File: src/iep_pkg.sv
// constants shared by the interrupt enable and priority block
package iep_pkg;
    // register addresses and pages
    localparam logic [7:0] ADDR_BASE_PRIO = 8'hb8;
    localparam logic [7:0] ADDR_EXT_EN_ONE = 8'he6;
    localparam logic [7:0] ADDR_EXT_EN_TWO = 8'he7;
    localparam logic [7:0] ADDR_EXT_PRIO_ONE = 8'hf6;
    localparam logic [7:0] PAGE_ZERO = 8'h00;
    localparam logic [7:0] PAGE_CONFIG = 8'h0f;
    // reset values and fixed bits
    localparam logic [7:0] BASE_PRIO_RESET = 8'h80;
    localparam logic [7:0] BASE_PRIO_FIXED_ONE = 8'h80;
    localparam logic [7:0] BASE_PRIO_WMASK = 8'h7f;
    localparam logic [7:0] EXT_EN_ONE_RESET = 8'h00;
    localparam logic [7:0] EXT_EN_TWO_RESET = 8'h00;
    localparam logic [7:0] EXT_EN_TWO_WMASK = 8'h05;
    localparam logic [7:0] EXT_PRIO_ONE_RESET = 8'h00;
    // source order numbers; slot 16 has no source
    localparam int NUM_SRC = 18;
    localparam int IDX_W = 5;
    localparam int SRC_EXT0 = 0;
    localparam int SRC_SMB = 7;
    localparam int SRC_REG_DROP = 15;
    localparam int SRC_PORT_MATCH = 17;
    localparam logic [IDX_W-1:0] IDX_NONE = 5'h00;
    // bit positions in the extended enable two register
    localparam int EN2_PORT_MATCH = 2;
    localparam int EN2_REG_DROP = 0;
    typedef logic [NUM_SRC-1:0] iep_src_t;
    typedef logic [IDX_W-1:0] iep_idx_t;
endpackage

File: src/iep_arb_if.sv
// request vectors and winners passed between controller and arbiter
`timescale 1ns/10ps
`default_nettype none
interface iep_arb_if;
    iep_pkg::iep_src_t hi_req;
    iep_pkg::iep_src_t lo_req;
    logic hi_any;
    logic lo_any;
    iep_pkg::iep_idx_t hi_idx;
    iep_pkg::iep_idx_t lo_idx;
    modport ctrl (output hi_req, output lo_req, input hi_any, input lo_any, input hi_idx, input lo_idx);
    modport arb (input hi_req, input lo_req, output hi_any, output lo_any, output hi_idx, output lo_idx);
endinterface
`default_nettype wire

File: src/iep_arbiter.sv
// fixed-order arbiter: lowest source order number wins within each level
`timescale 1ns/10ps
`default_nettype none
module iep_arbiter (
    iep_arb_if.arb arb
);
    // index of the lowest set bit, zero when none is set
    function automatic iep_pkg::iep_idx_t first_set(input iep_pkg::iep_src_t v);
        iep_pkg::iep_idx_t r;
        r = iep_pkg::IDX_NONE;
        for (int i = iep_pkg::NUM_SRC - 1; i >= 0; i--)
        begin
            if (v[i])
            begin
                r = iep_pkg::iep_idx_t'(i);
            end
        end
        return r;
    endfunction

    // same-level ties resolved by source order
    always_comb
    begin
        arb.hi_any = |arb.hi_req;
        arb.lo_any = |arb.lo_req;
        arb.hi_idx = first_set(arb.hi_req);
        arb.lo_idx = first_set(arb.lo_req);
    end
endmodule
`default_nettype wire

File: src/iep_interrupt_ctrl.sv
// interrupt enable and priority registers with two-level request logic
`timescale 1ns/10ps
`default_nettype none
module iep_interrupt_ctrl (
    input wire logic sys_clk,
    input wire logic reset,
    input wire logic [7:0] sfr_addr,
    input wire logic [7:0] sfr_page,
    input wire logic sfr_wr,
    input wire logic [7:0] sfr_wdata,
    input wire logic sfr_rd,
    input wire logic sfr_bit_wr,
    input wire logic [2:0] sfr_bit_sel,
    input wire logic sfr_bit_val,
    input wire logic global_irq_enable,
    input wire logic [6:0] base_irq_enable,
    input wire logic [6:0] base_src_pending,
    input wire logic smbus_pending,
    input wire logic adc_window_flag,
    input wire logic adc_done_flag,
    input wire logic counter_array_pending,
    input wire logic comparator_zero_rise_flag,
    input wire logic comparator_zero_fall_flag,
    input wire logic comparator_one_rise_flag,
    input wire logic comparator_one_fall_flag,
    input wire logic timer_three_low_overflow,
    input wire logic timer_three_high_overflow,
    input wire logic lin_pending_flag,
    input wire logic regulator_dropout_pending,
    input wire logic port_match_pending,
    input wire logic regulator_dropout_prio,
    input wire logic port_match_prio,
    input wire logic irq_ack,
    input wire logic irq_return,
    output logic [7:0] sfr_rdata_r,
    output logic sfr_hit_r,
    output logic irq_req_r,
    output logic [4:0] irq_index_r,
    output logic irq_high_r,
    output logic high_active_r,
    output logic low_active_r
);
    logic [7:0] base_interrupt_priority_r, base_interrupt_priority_nxt;
    logic [7:0] extended_interrupt_enable_one_r, extended_interrupt_enable_one_nxt;
    logic [7:0] extended_interrupt_enable_two_r, extended_interrupt_enable_two_nxt;
    logic [7:0] extended_interrupt_priority_one_r, extended_interrupt_priority_one_nxt;
    logic [7:0] sfr_rdata_nxt;
    logic sfr_hit_nxt;
    logic sel_base_prio, sel_en_one, sel_en_two, sel_prio_one;
    logic prio_one_page_ok;
    iep_pkg::iep_src_t pending, enables, prio, gated;
    logic irq_req_nxt, irq_high_nxt, high_active_nxt, low_active_nxt;
    logic [4:0] irq_index_nxt;
    iep_arb_if arb_bus ();

    iep_arbiter u_arbiter (
        .arb(arb_bus)
    );

    // address decode: paged register only on its two pages
    always_comb
    begin
        prio_one_page_ok = (sfr_page == iep_pkg::PAGE_ZERO) || (sfr_page == iep_pkg::PAGE_CONFIG);
        sel_base_prio = (sfr_addr == iep_pkg::ADDR_BASE_PRIO);
        sel_en_one = (sfr_addr == iep_pkg::ADDR_EXT_EN_ONE);
        sel_en_two = (sfr_addr == iep_pkg::ADDR_EXT_EN_TWO);
        sel_prio_one = (sfr_addr == iep_pkg::ADDR_EXT_PRIO_ONE) && prio_one_page_ok;
    end

    // register writes; byte writes and single-bit writes to base priority
    always_comb
    begin
        base_interrupt_priority_nxt = base_interrupt_priority_r;
        extended_interrupt_enable_one_nxt = extended_interrupt_enable_one_r;
        extended_interrupt_enable_two_nxt = extended_interrupt_enable_two_r;
        extended_interrupt_priority_one_nxt = extended_interrupt_priority_one_r;
        if (sfr_wr && sel_base_prio)
        begin
            base_interrupt_priority_nxt = (sfr_wdata & iep_pkg::BASE_PRIO_WMASK) | iep_pkg::BASE_PRIO_FIXED_ONE;
        end
        else if (sfr_bit_wr && sel_base_prio)
        begin
            base_interrupt_priority_nxt[sfr_bit_sel] = sfr_bit_val;
            base_interrupt_priority_nxt = base_interrupt_priority_nxt | iep_pkg::BASE_PRIO_FIXED_ONE;
        end
        if (sfr_wr && sel_en_one)
        begin
            extended_interrupt_enable_one_nxt = sfr_wdata;
        end
        if (sfr_wr && sel_en_two)
        begin
            extended_interrupt_enable_two_nxt = sfr_wdata & iep_pkg::EXT_EN_TWO_WMASK;
        end
        if (sfr_wr && sel_prio_one)
        begin
            extended_interrupt_priority_one_nxt = sfr_wdata;
        end
    end

    // register state
    always_ff @(posedge sys_clk)
    begin
        if (reset)
        begin
            base_interrupt_priority_r <= iep_pkg::BASE_PRIO_RESET;
            extended_interrupt_enable_one_r <= iep_pkg::EXT_EN_ONE_RESET;
            extended_interrupt_enable_two_r <= iep_pkg::EXT_EN_TWO_RESET;
            extended_interrupt_priority_one_r <= iep_pkg::EXT_PRIO_ONE_RESET;
        end
        else
        begin
            base_interrupt_priority_r <= base_interrupt_priority_nxt;
            extended_interrupt_enable_one_r <= extended_interrupt_enable_one_nxt;
            extended_interrupt_enable_two_r <= extended_interrupt_enable_two_nxt;
            extended_interrupt_priority_one_r <= extended_interrupt_priority_one_nxt;
        end
    end

    // read mux; data appears one cycle after the read strobe
    always_comb
    begin
        sfr_rdata_nxt = 8'h00;
        sfr_hit_nxt = 1'b0;
        if (sfr_rd)
        begin
            sfr_hit_nxt = sel_base_prio || sel_en_one || sel_en_two || sel_prio_one;
            if (sel_base_prio)
            begin
                sfr_rdata_nxt = base_interrupt_priority_r | iep_pkg::BASE_PRIO_FIXED_ONE;
            end
            else if (sel_en_one)
            begin
                sfr_rdata_nxt = extended_interrupt_enable_one_r;
            end
            else if (sel_en_two)
            begin
                sfr_rdata_nxt = extended_interrupt_enable_two_r & iep_pkg::EXT_EN_TWO_WMASK;
            end
            else if (sel_prio_one)
            begin
                sfr_rdata_nxt = extended_interrupt_priority_one_r;
            end
        end
    end

    // read data registers
    always_ff @(posedge sys_clk)
    begin
        if (reset)
        begin
            sfr_rdata_r <= 8'h00;
            sfr_hit_r <= 1'b0;
        end
        else
        begin
            sfr_rdata_r <= sfr_rdata_nxt;
            sfr_hit_r <= sfr_hit_nxt;
        end
    end

    // source vectors in fixed order; slot 16 stays empty
    always_comb
    begin
        pending = '0;
        enables = '0;
        prio = '0;
        pending[6:0] = base_src_pending;
        enables[6:0] = base_irq_enable;
        prio[6:0] = base_interrupt_priority_r[6:0];
        pending[7] = smbus_pending;
        pending[8] = adc_window_flag;
        pending[9] = adc_done_flag;
        pending[10] = counter_array_pending;
        pending[11] = comparator_zero_rise_flag || comparator_zero_fall_flag;
        pending[12] = comparator_one_rise_flag || comparator_one_fall_flag;
        pending[13] = timer_three_low_overflow || timer_three_high_overflow;
        pending[14] = lin_pending_flag;
        // enable-one and priority-one bit i map onto source 7+i
        for (int i = 0; i < 8; i++)
        begin
            enables[iep_pkg::SRC_SMB + i] = extended_interrupt_enable_one_r[i];
            prio[iep_pkg::SRC_SMB + i] = extended_interrupt_priority_one_r[i];
        end
        pending[iep_pkg::SRC_REG_DROP] = regulator_dropout_pending;
        pending[iep_pkg::SRC_PORT_MATCH] = port_match_pending;
        enables[iep_pkg::SRC_REG_DROP] = extended_interrupt_enable_two_r[iep_pkg::EN2_REG_DROP];
        enables[iep_pkg::SRC_PORT_MATCH] = extended_interrupt_enable_two_r[iep_pkg::EN2_PORT_MATCH];
        prio[iep_pkg::SRC_REG_DROP] = regulator_dropout_prio;
        prio[iep_pkg::SRC_PORT_MATCH] = port_match_prio;
        gated = global_irq_enable ? (pending & enables) : '0;
        arb_bus.hi_req = gated & prio;
        arb_bus.lo_req = gated & ~prio;
    end

    // request and in-service levels; an ack in the same cycle as a return wins
    always_comb
    begin
        high_active_nxt = high_active_r;
        low_active_nxt = low_active_r;
        if (irq_return)
        begin
            if (high_active_r)
            begin
                high_active_nxt = 1'b0;
            end
            else
            begin
                low_active_nxt = 1'b0;
            end
        end
        if (irq_ack && irq_req_r)
        begin
            if (irq_high_r)
            begin
                high_active_nxt = 1'b1;
            end
            else
            begin
                low_active_nxt = 1'b1;
            end
        end
        irq_req_nxt = 1'b0;
        irq_high_nxt = 1'b0;
        irq_index_nxt = iep_pkg::IDX_NONE;
        if (arb_bus.hi_any && !high_active_nxt)
        begin
            irq_req_nxt = 1'b1;
            irq_high_nxt = 1'b1;
            irq_index_nxt = arb_bus.hi_idx;
        end
        else if (arb_bus.lo_any && !high_active_nxt && !low_active_nxt)
        begin
            irq_req_nxt = 1'b1;
            irq_index_nxt = arb_bus.lo_idx;
        end
    end

    // request state
    always_ff @(posedge sys_clk)
    begin
        if (reset)
        begin
            irq_req_r <= 1'b0;
            irq_high_r <= 1'b0;
            irq_index_r <= iep_pkg::IDX_NONE;
            high_active_r <= 1'b0;
            low_active_r <= 1'b0;
        end
        else
        begin
            irq_req_r <= irq_req_nxt;
            irq_high_r <= irq_high_nxt;
            irq_index_r <= irq_index_nxt;
            high_active_r <= high_active_nxt;
            low_active_r <= low_active_nxt;
        end
    end
endmodule
`default_nettype wire

File: config.mk
export PLATFORM = sky130hd
export DESIGN_NAME = iep_interrupt_ctrl
export DESIGN_NICKNAME = d
export VERILOG_FILES = /design/src/iep_pkg.sv /design/src/iep_arb_if.sv /design/src/iep_arbiter.sv /design/src/iep_interrupt_ctrl.sv
export SDC_FILE = /design/constraint.sdc
export NUM_CORES = 1
export LEC_CHECK = 0
export ABC_AREA = 1
export BUFFER_PORTS_ARGS = -buffer_cell sky130_fd_sc_hd__buf_2
export CORE_ASPECT_RATIO = 2
export CORE_UTILIZATION = 57
export CTS_BUF_LIST = sky130_fd_sc_hd__clkbuf_4 sky130_fd_sc_hd__clkbuf_8
export DETAILED_ROUTE_END_ITERATION = 6
export PLACE_DENSITY = 0.88
export REMOVE_ABC_BUFFERS = 1
export SLEW_MARGIN = 10
export SYNTH_ARGS = -nofsm -noshare
export SYNTH_HDL_FRONTEND = slang
export SYNTH_SLANG_ARGS = --single-unit
export TNS_END_PERCENT = 5
File: constraint.sdc
create_clock -name sys_clk -period 2.49 [get_ports sys_clk]
set_clock_uncertainty 0.05 [all_clocks]
set_input_delay 0.249 -clock sys_clk [delete_from_list [all_inputs] [get_ports sys_clk]]
set_output_delay 0.249 -clock sys_clk [all_outputs]
set_load 0.005 [all_outputs]
# Word-level counts from Yosys, hierarchy flattened
# Index checks and enable logic that the tools add are counted.
# classes
eq_ne	5
mux	58
reduce_logical	25
order_cmp	2
bitwise	5
# op_table
operator	n
$mux 5	38
$and 18x18->18	3
$reduce_or 18->1	2
$eq 8x8->1 const B	4
$mux 8	4
$mux 18	1
$not 18->18	1
$mux 7	2
$logic_and 1x1->1	11
$mux 1	11
$bwmux 8	1
$eq 8x4->1 const B	1
$logic_not 8->1	1
$logic_or 1x1->1	7
$lt 3x4->1 const B	1
$demux 1 s3	1
$ge 3x1->1 const B	1
$logic_not 1->1	2
$reduce_bool 2->1	1
$reduce_or 2->1	1
$not 1->1	1
# totals
wordCells	106
out_inout_bits	18
register_bits	43

# Longest topological paths before layout
# logic_depth
word_depth	24
mapped_depth	19

# Modules after synthesis
# A second synthesis with hierarchy kept.
# hier_totals
cells_unflattened	517
hier_area_um2	2930.3
# by_module_without_submodules
module	n_inst	cells_each	seq_area_each_um2	area_per_inst_um2
iep_interrupt_ctrl	1	405	860.8	2443.6
iep_arbiter	1	112	0.0	486.7

# Least setup slack after synthesis
# Ideal clock, no wire load.
# synth_timing
path_kind	in2reg
from	in timer_three_high_overflow
to	reg irq_index_r[2]
setup_slack_ps	958
required_time_ps	2306
setup_time_ps	134
path_stages	9
arrival_time_ps	1348
path_cell_list	or2_2 > nand4_1 > nand2_1 > nor2_1 > nand3_2 > o21ai_2 > nor2_1 > o2111ai_1 > a21oi_1
# synth_between
elab_chain_cells	20
elab_cells_between_ends	40
# synth_rtl
element	line	text
start: declaration	iep_interrupt_ctrl.sv:27	input wire logic timer_three_high_overflow,
$logic_or 1x1->1 (*)	iep_interrupt_ctrl.sv:176	pending[13] = timer_three_low_overflow || timer_three_high_overflow;
$and 18x18->18 (*)	iep_interrupt_ctrl.sv:190	gated = global_irq_enable ? (pending & enables) : '0;
$mux 18 (*)	iep_interrupt_ctrl.sv:190	
$and 18x18->18	iep_interrupt_ctrl.sv:192	arb_bus.lo_req = gated & ~prio;
$mux 5 (14 in series)	iep_arbiter.sv:13	if (v[i])
$mux 5	iep_interrupt_ctrl.sv:231	else if (arb_bus.lo_any && !high_active_nxt && !low_active_nxt)
$mux 5 (*)	iep_interrupt_ctrl.sv:225	if (arb_bus.hi_any && !high_active_nxt)
end signal: assignment	iep_interrupt_ctrl.sv:245	irq_index_r <= iep_pkg::IDX_NONE;
end signal: assignment	iep_interrupt_ctrl.sv:253	irq_index_r <= irq_index_nxt;
end: declaration	iep_interrupt_ctrl.sv:38	output logic [4:0] irq_index_r,
# Every way passes the cells marked *; elsewhere a longest branch is shown, timed or not.
# A chain may end at the register's enable or synchronous reset.

# Worst setup path in the final report
# layout_timing
from	in global_irq_enable
to	reg irq_index_r[0]
# layout_between
elab_chain_cells	22
elab_cells_between_ends	46
# layout_rtl
element	line	text
start: declaration	iep_interrupt_ctrl.sv:15	input wire logic global_irq_enable,
$mux 18 (*)	iep_interrupt_ctrl.sv:190	
$and 18x18->18	iep_interrupt_ctrl.sv:192	
$mux 5 (18 in series)	iep_arbiter.sv:13	
$mux 5	iep_interrupt_ctrl.sv:231	
$mux 5 (*)	iep_interrupt_ctrl.sv:225	
# Marks and branches as above.

==> results_tabular.tex <==
\begin{tabular}{lr}
\hline
Metric & Value \\
\hline
\multicolumn{2}{l}{\textbf{STA}} \\
Sum of negative setup slack & 0 ps \\
Worst max-slew margin expressed relative to the limit & 62.7\% \\
Post-route worst hold slack & 177 ps \\
Transition time of the tightest slew-check pin & 558 ps \\
Portion of the clock cycle consumed by the worst path in the final layout & 72.1\% \\
Total of endpoints with negative setup slack in the final report & 0 \\
Time the final worst path needs with I/O delays and setup & 1790 ps \\
Post-route worst setup slack & 695 ps \\
Achievable clock frequency & 0.557 GHz \\
Total count of hold-check failures in the final report & 0 \\
RSZ-0062 raised after global routing & false \\
Fin. max-slew vios & 0 \\
\multicolumn{2}{l}{\textbf{Clock network}} \\
Clock root buffer & sky130\_fd\_sc\_hd\_\_clkbuf\_8 \\
Worst skew pair latency & 300 ps \\
Number of buffers added by the clock tree synthesis step & 5 \\
Post-cts sizing count & 0 \\
Clock-pin slew on the worst setup and hold paths & 90 ps \\
Clock tree from TritonCTS & yes \\
Hold buffers post-CTS & 0 \\
Clock Sinks & 43 \\
H-Tree Level Count & 2 \\
Maximum buffer depth of the clock tree & 2 \\
Setup Buffers After CTS & 0 \\
\multicolumn{2}{l}{\textbf{Floorplanning}} \\
Die width & 50.5 µm \\
Area of the core & 0.00455 mm² \\
Initial Util & 58.8\% \\
Y dimension of the die & 98.9 µm \\
Floorplan die area & 0.00499 mm² \\
Number of top-level pins & 83 \\
Standard-cell rows & 35 \\
\multicolumn{2}{l}{\textbf{Setup path}} \\
Destination of the critical timing path & irq\_index\_r[0]\$\_SDFF\_PP0\_ \\
Crit Path Category & input pin to register \\
Highest net fanout along the worst path & 24 \\
CP Cell Sequence & buf\_2 -> nand4\_1 -> nand2\_1 -> nand2\_1 -> nand2\_1 -> nand2\_1 -> nand2\_1 -> nand2\_1 -> nand2\_1 -> nand2\_1 -> nand2\_1 -> nand2\_1 -> nand2\_1 -> nand2\_1 -> nand2\_1 -> nand2\_1 -> nand2\_1 -> nand2\_1 -> a21oi\_2 \\
CP max-delay cell & sky130\_fd\_sc\_hd\_\_buf\_2 \\
Endpoint kind of the worst setup timing path & register \\
Top cell by count, worst path & sky130\_fd\_sc\_hd\_\_nand2\_1 \\
Slowest Stage Delay on Critical Path & 450 ps \\
Data arrival time of the worst path & 1990 ps \\
Reg-to-Reg End & irq\_index\_r[0]\$\_SDFF\_PP0\_ \\
Worst Path Required & 2690 ps \\
Worst setup startpoint & global\_irq\_enable \\
Setup slack on the worst flop-to-flop path & 780 ps \\
Critical Path Source Type & input pin \\
Length in cells of the worst reg-to-reg path & 18 \\
Start of the worst register-to-register path & extended\_interrupt\_enable\_two\_r[2]\$\_SDFFE\_PP0P\_ \\
\multicolumn{2}{l}{\textbf{Finish}} \\
Fill cell total of the finished layout & 401 \\
Number of diodes added for antenna fixing & 0 \\
Area Growth Syn to Fin & 21.4\% \\
Number of nets in the finished design & 567 \\
Final instance count without filler cells & 558 \\
Footprint of the flip-flops and latches & 861 µm² \\
Multi-input gate area & 0.00152 mm² \\
Fraction of final layout cells with drive strength greater than 1 & 25.4\% \\
\multicolumn{2}{l}{\textbf{Synth}} \\
Seq/Total Area, Yosys & 32.1\% \\
Largest cells by area after synthesis & sky130\_fd\_sc\_hd\_\_dfxtp\_1 32\%, sky130\_fd\_sc\_hd\_\_nand2\_1 12\%, sky130\_fd\_sc\_hd\_\_inv\_1 9.5\% \\
Area leader, netlist & sky130\_fd\_sc\_hd\_\_dfxtp\_1 \\
Count of state elements after synthesis & 43 \\
Unique cell type count in the Yosys netlist & 33 \\
Netlist Area Pre-Place & 0.00268 mm² \\
Proportion of netlist area held by the largest area contributor & 32.1\% \\
Synthesized netlist cell count & 418 \\
Synthesized area per cell & 6.41 µm² \\
Synth warn & 0 \\
\multicolumn{2}{l}{\textbf{Placement}} \\
Final estimated routing congestion in global placement & 0.983 \\
Number of placed cells counting well taps & 550 \\
Worst slack, placed & 442 ps \\
Number of port buffers & 82 \\
Final HPWL from detailed placement & 6200 µm \\
\multicolumn{2}{l}{\textbf{Route}} \\
Routed vias & 3124 \\
First DRT Iteration DRCs & 113 \\
Max layer used & met4 \\
ANT nets after route & 0 \\
Drc violations & 0 \\
Wire length reported by the detailed router & 7790 µm \\
Routed wirelength normalized by instance count & 14.0 µm \\
First-pass DRT Iterations & 4 \\
Met3 WL post-DR & 371 µm \\
Via/cell ratio & 5.60 \\
Metal2 WL & 4340 µm \\
Met1 WL & 2610 µm \\
\multicolumn{2}{l}{\textbf{Power and ir drop}} \\
Switching component of the power & 0.000365 W \\
Reg power frac & 47.8\% \\
Sw Share & 25.1\% \\
Leakage Power & 1.50 nW \\
Share of power burned in the clock network & 40.0\% \\
Internal power component & 0.00109 W \\
Power after layout & 0.00145 W \\
Pwr dens & 447 mW/mm² \\
Portion of total power attributed to combinational logic & 12.2\% \\
VDD IR-drop max & 0.373 mV \\
\multicolumn{2}{l}{\textbf{Global routing}} \\
GRT Residual Overflow & 0 \\
Pin count of the biggest net entering global routing & 25 \\
First-pass GRT wire length & 12900 µm \\
Number of global-route vias before repair & 3054 \\
Initial antenna violation count & 0 \\
Global Route Usage Sum & 34.0\% \\
\multicolumn{2}{l}{\textbf{Run}} \\
Number of max-capacitance violations reported & 0 \\
\multicolumn{2}{l}{\textbf{Worst hold path}} \\
Worst min-delay path class & input pin to register \\
\multicolumn{2}{l}{\textbf{Run status}} \\
Run status & finished clean \\
\hline
\end{tabular}
## placed cells by master (no fill, tap or decap)
cell | netlist | final
sky130_fd_sc_hd__a21oi_1 | 40 | 40
sky130_fd_sc_hd__a21oi_2 | 1 | 1
sky130_fd_sc_hd__a221oi_1 | 2 | 2
sky130_fd_sc_hd__a31oi_1 | 6 | 6
sky130_fd_sc_hd__buf_2 | 1 | 82
sky130_fd_sc_hd__buf_4 | 0 | 3
sky130_fd_sc_hd__bufinv_16 | 0 | 1
sky130_fd_sc_hd__clkbuf_8 | 0 | 6
sky130_fd_sc_hd__clkinv_2 | 0 | 1
sky130_fd_sc_hd__dfxtp_1 | 43 | 43
sky130_fd_sc_hd__inv_1 | 68 | 68
sky130_fd_sc_hd__nand2_1 | 86 | 86
sky130_fd_sc_hd__nand2_2 | 1 | 1
sky130_fd_sc_hd__nand3_1 | 17 | 17
sky130_fd_sc_hd__nand3_2 | 9 | 9
sky130_fd_sc_hd__nand3_4 | 1 | 1
sky130_fd_sc_hd__nand4_1 | 14 | 14
sky130_fd_sc_hd__nand4_2 | 1 | 1
sky130_fd_sc_hd__nand4_4 | 1 | 1
sky130_fd_sc_hd__nor2_1 | 47 | 47
sky130_fd_sc_hd__nor2_2 | 16 | 16
sky130_fd_sc_hd__nor3_1 | 5 | 5
sky130_fd_sc_hd__nor3_2 | 2 | 2
sky130_fd_sc_hd__nor3b_1 | 1 | 1
sky130_fd_sc_hd__nor4_1 | 8 | 8
sky130_fd_sc_hd__o2111ai_1 | 1 | 1
sky130_fd_sc_hd__o211ai_1 | 1 | 1
sky130_fd_sc_hd__o21ai_0 | 27 | 27
sky130_fd_sc_hd__o21ai_1 | 1 | 1
sky130_fd_sc_hd__o21ai_2 | 1 | 1
sky130_fd_sc_hd__o22ai_1 | 6 | 6
sky130_fd_sc_hd__o31ai_1 | 1 | 1
sky130_fd_sc_hd__or2_1 | 1 | 1
sky130_fd_sc_hd__or2_2 | 2 | 2
## synth_stat cells (all sizes together)
master / instances
o22ai: 6
a21oi: 41
dfxtp: 43
o21ai: 29
a31oi: 6
nor3: 7
clkbuf: 4
nor4: 8
or2: 3
buf: 4
a221oi: 2
inv: 68
nand4: 16
o211ai: 1
nor3b: 1
o31ai: 1
nor2: 63
nand3: 27
o2111ai: 1
nand2: 87
## power groups by stage
stage,logic [W],clock network (W),registers (W)
after floorplan,0.0000687,0,0.000712
after CTS,0.000175,0.000572,0.000695
after detailed placement,0.000174,0,0.000711
final,0.000177,0.000581,0.000695
after global placement,0.000169,0,0.000711
after global routing,0.000195,0.000606,0.000696
## critical path, delay by kind of cell
kind	cells	cell delay, ps
and+or+nand+nor	17	1170
buffers and inverters	1	450
AOI/OAI and AO/OA	1	120
## cells by family after synthesis
family | Yosys count | share of synthesized area, %
AOI/OAI and AO/OA | 87 | 17.7
buffers and inverters | 76 | 11.3
DFF | 43 | 32.1
and+or+nand+nor | 212 | 38.9
## state kept, by name, indices dropped and copies added, names as in the netlist
| register | flops |
|---|---|
| extended_interrupt_priority_one_r | 8 |
| extended_interrupt_enable_one_r | 8 |
| irq_req_r | 1 |
| irq_index_r | 5 |
| base_interrupt_priority_r | 7 |
| sfr_hit_r | 1 |
| low_active_r | 1 |
| sfr_rdata_r | 8 |
| high_active_r | 1 |
| irq_high_r | 1 |
| extended_interrupt_enable_two_r | 2 |
## metrics by stage
stage          instance area, µm²  util [%]
2_1_floorplan                2630         -
3_3_place_gp                 3130      68.8
3_5_place_dp                 3130      68.8
4_1_cts                      3250      71.4
5_1_grt                      3250      71.4
6_report                     3250      71.4
## worst min-delay path by stage
stage | startpoint | to | slack, ps | depth (start not counted)
after floorplan | reset | irq_index_r[0]$_SDFF_PP0_ | 260 | 1
after global placement | extended_interrupt_enable_one_r[4]$_SDFFE_PP0P_ | extended_interrupt_enable_one_r[4]$_SDFFE_PP0P_ | 420 | 2
after detailed placement | extended_interrupt_enable_one_r[1]$_SDFFE_PP0P_ | extended_interrupt_enable_one_r[1]$_SDFFE_PP0P_ | 430 | 2
after CTS | sfr_wdata[7] | extended_interrupt_enable_one_r[7]$_SDFFE_PP0P_ | 170 | 3
after global routing | sfr_wdata[0] | extended_interrupt_enable_two_r[0]$_SDFFE_PP0P_ | 200 | 3
final | sfr_wdata[7] | extended_interrupt_enable_one_r[7]$_SDFFE_PP0P_ | 180 | 3
## final cells by class
type | instances | area share [%]
tap | 55 | 2.12
clock buffer | 6 | 2.54
timing repair buffer | 85 | 13.3
sequential | 43 | 26.5
inverter | 68 | 7.85
clock inverter | 2 | 1.08
multi-input combinational | 299 | 46.6
## per-layer routing
layer	track usage, %	up-vias
li1	-	1546
met1	31.9	1396
met2	63.2	140
met3	5.56	42
met4	23.7	0
met5	0	-
Note: power is estimated with default switching activity, not from simulation.
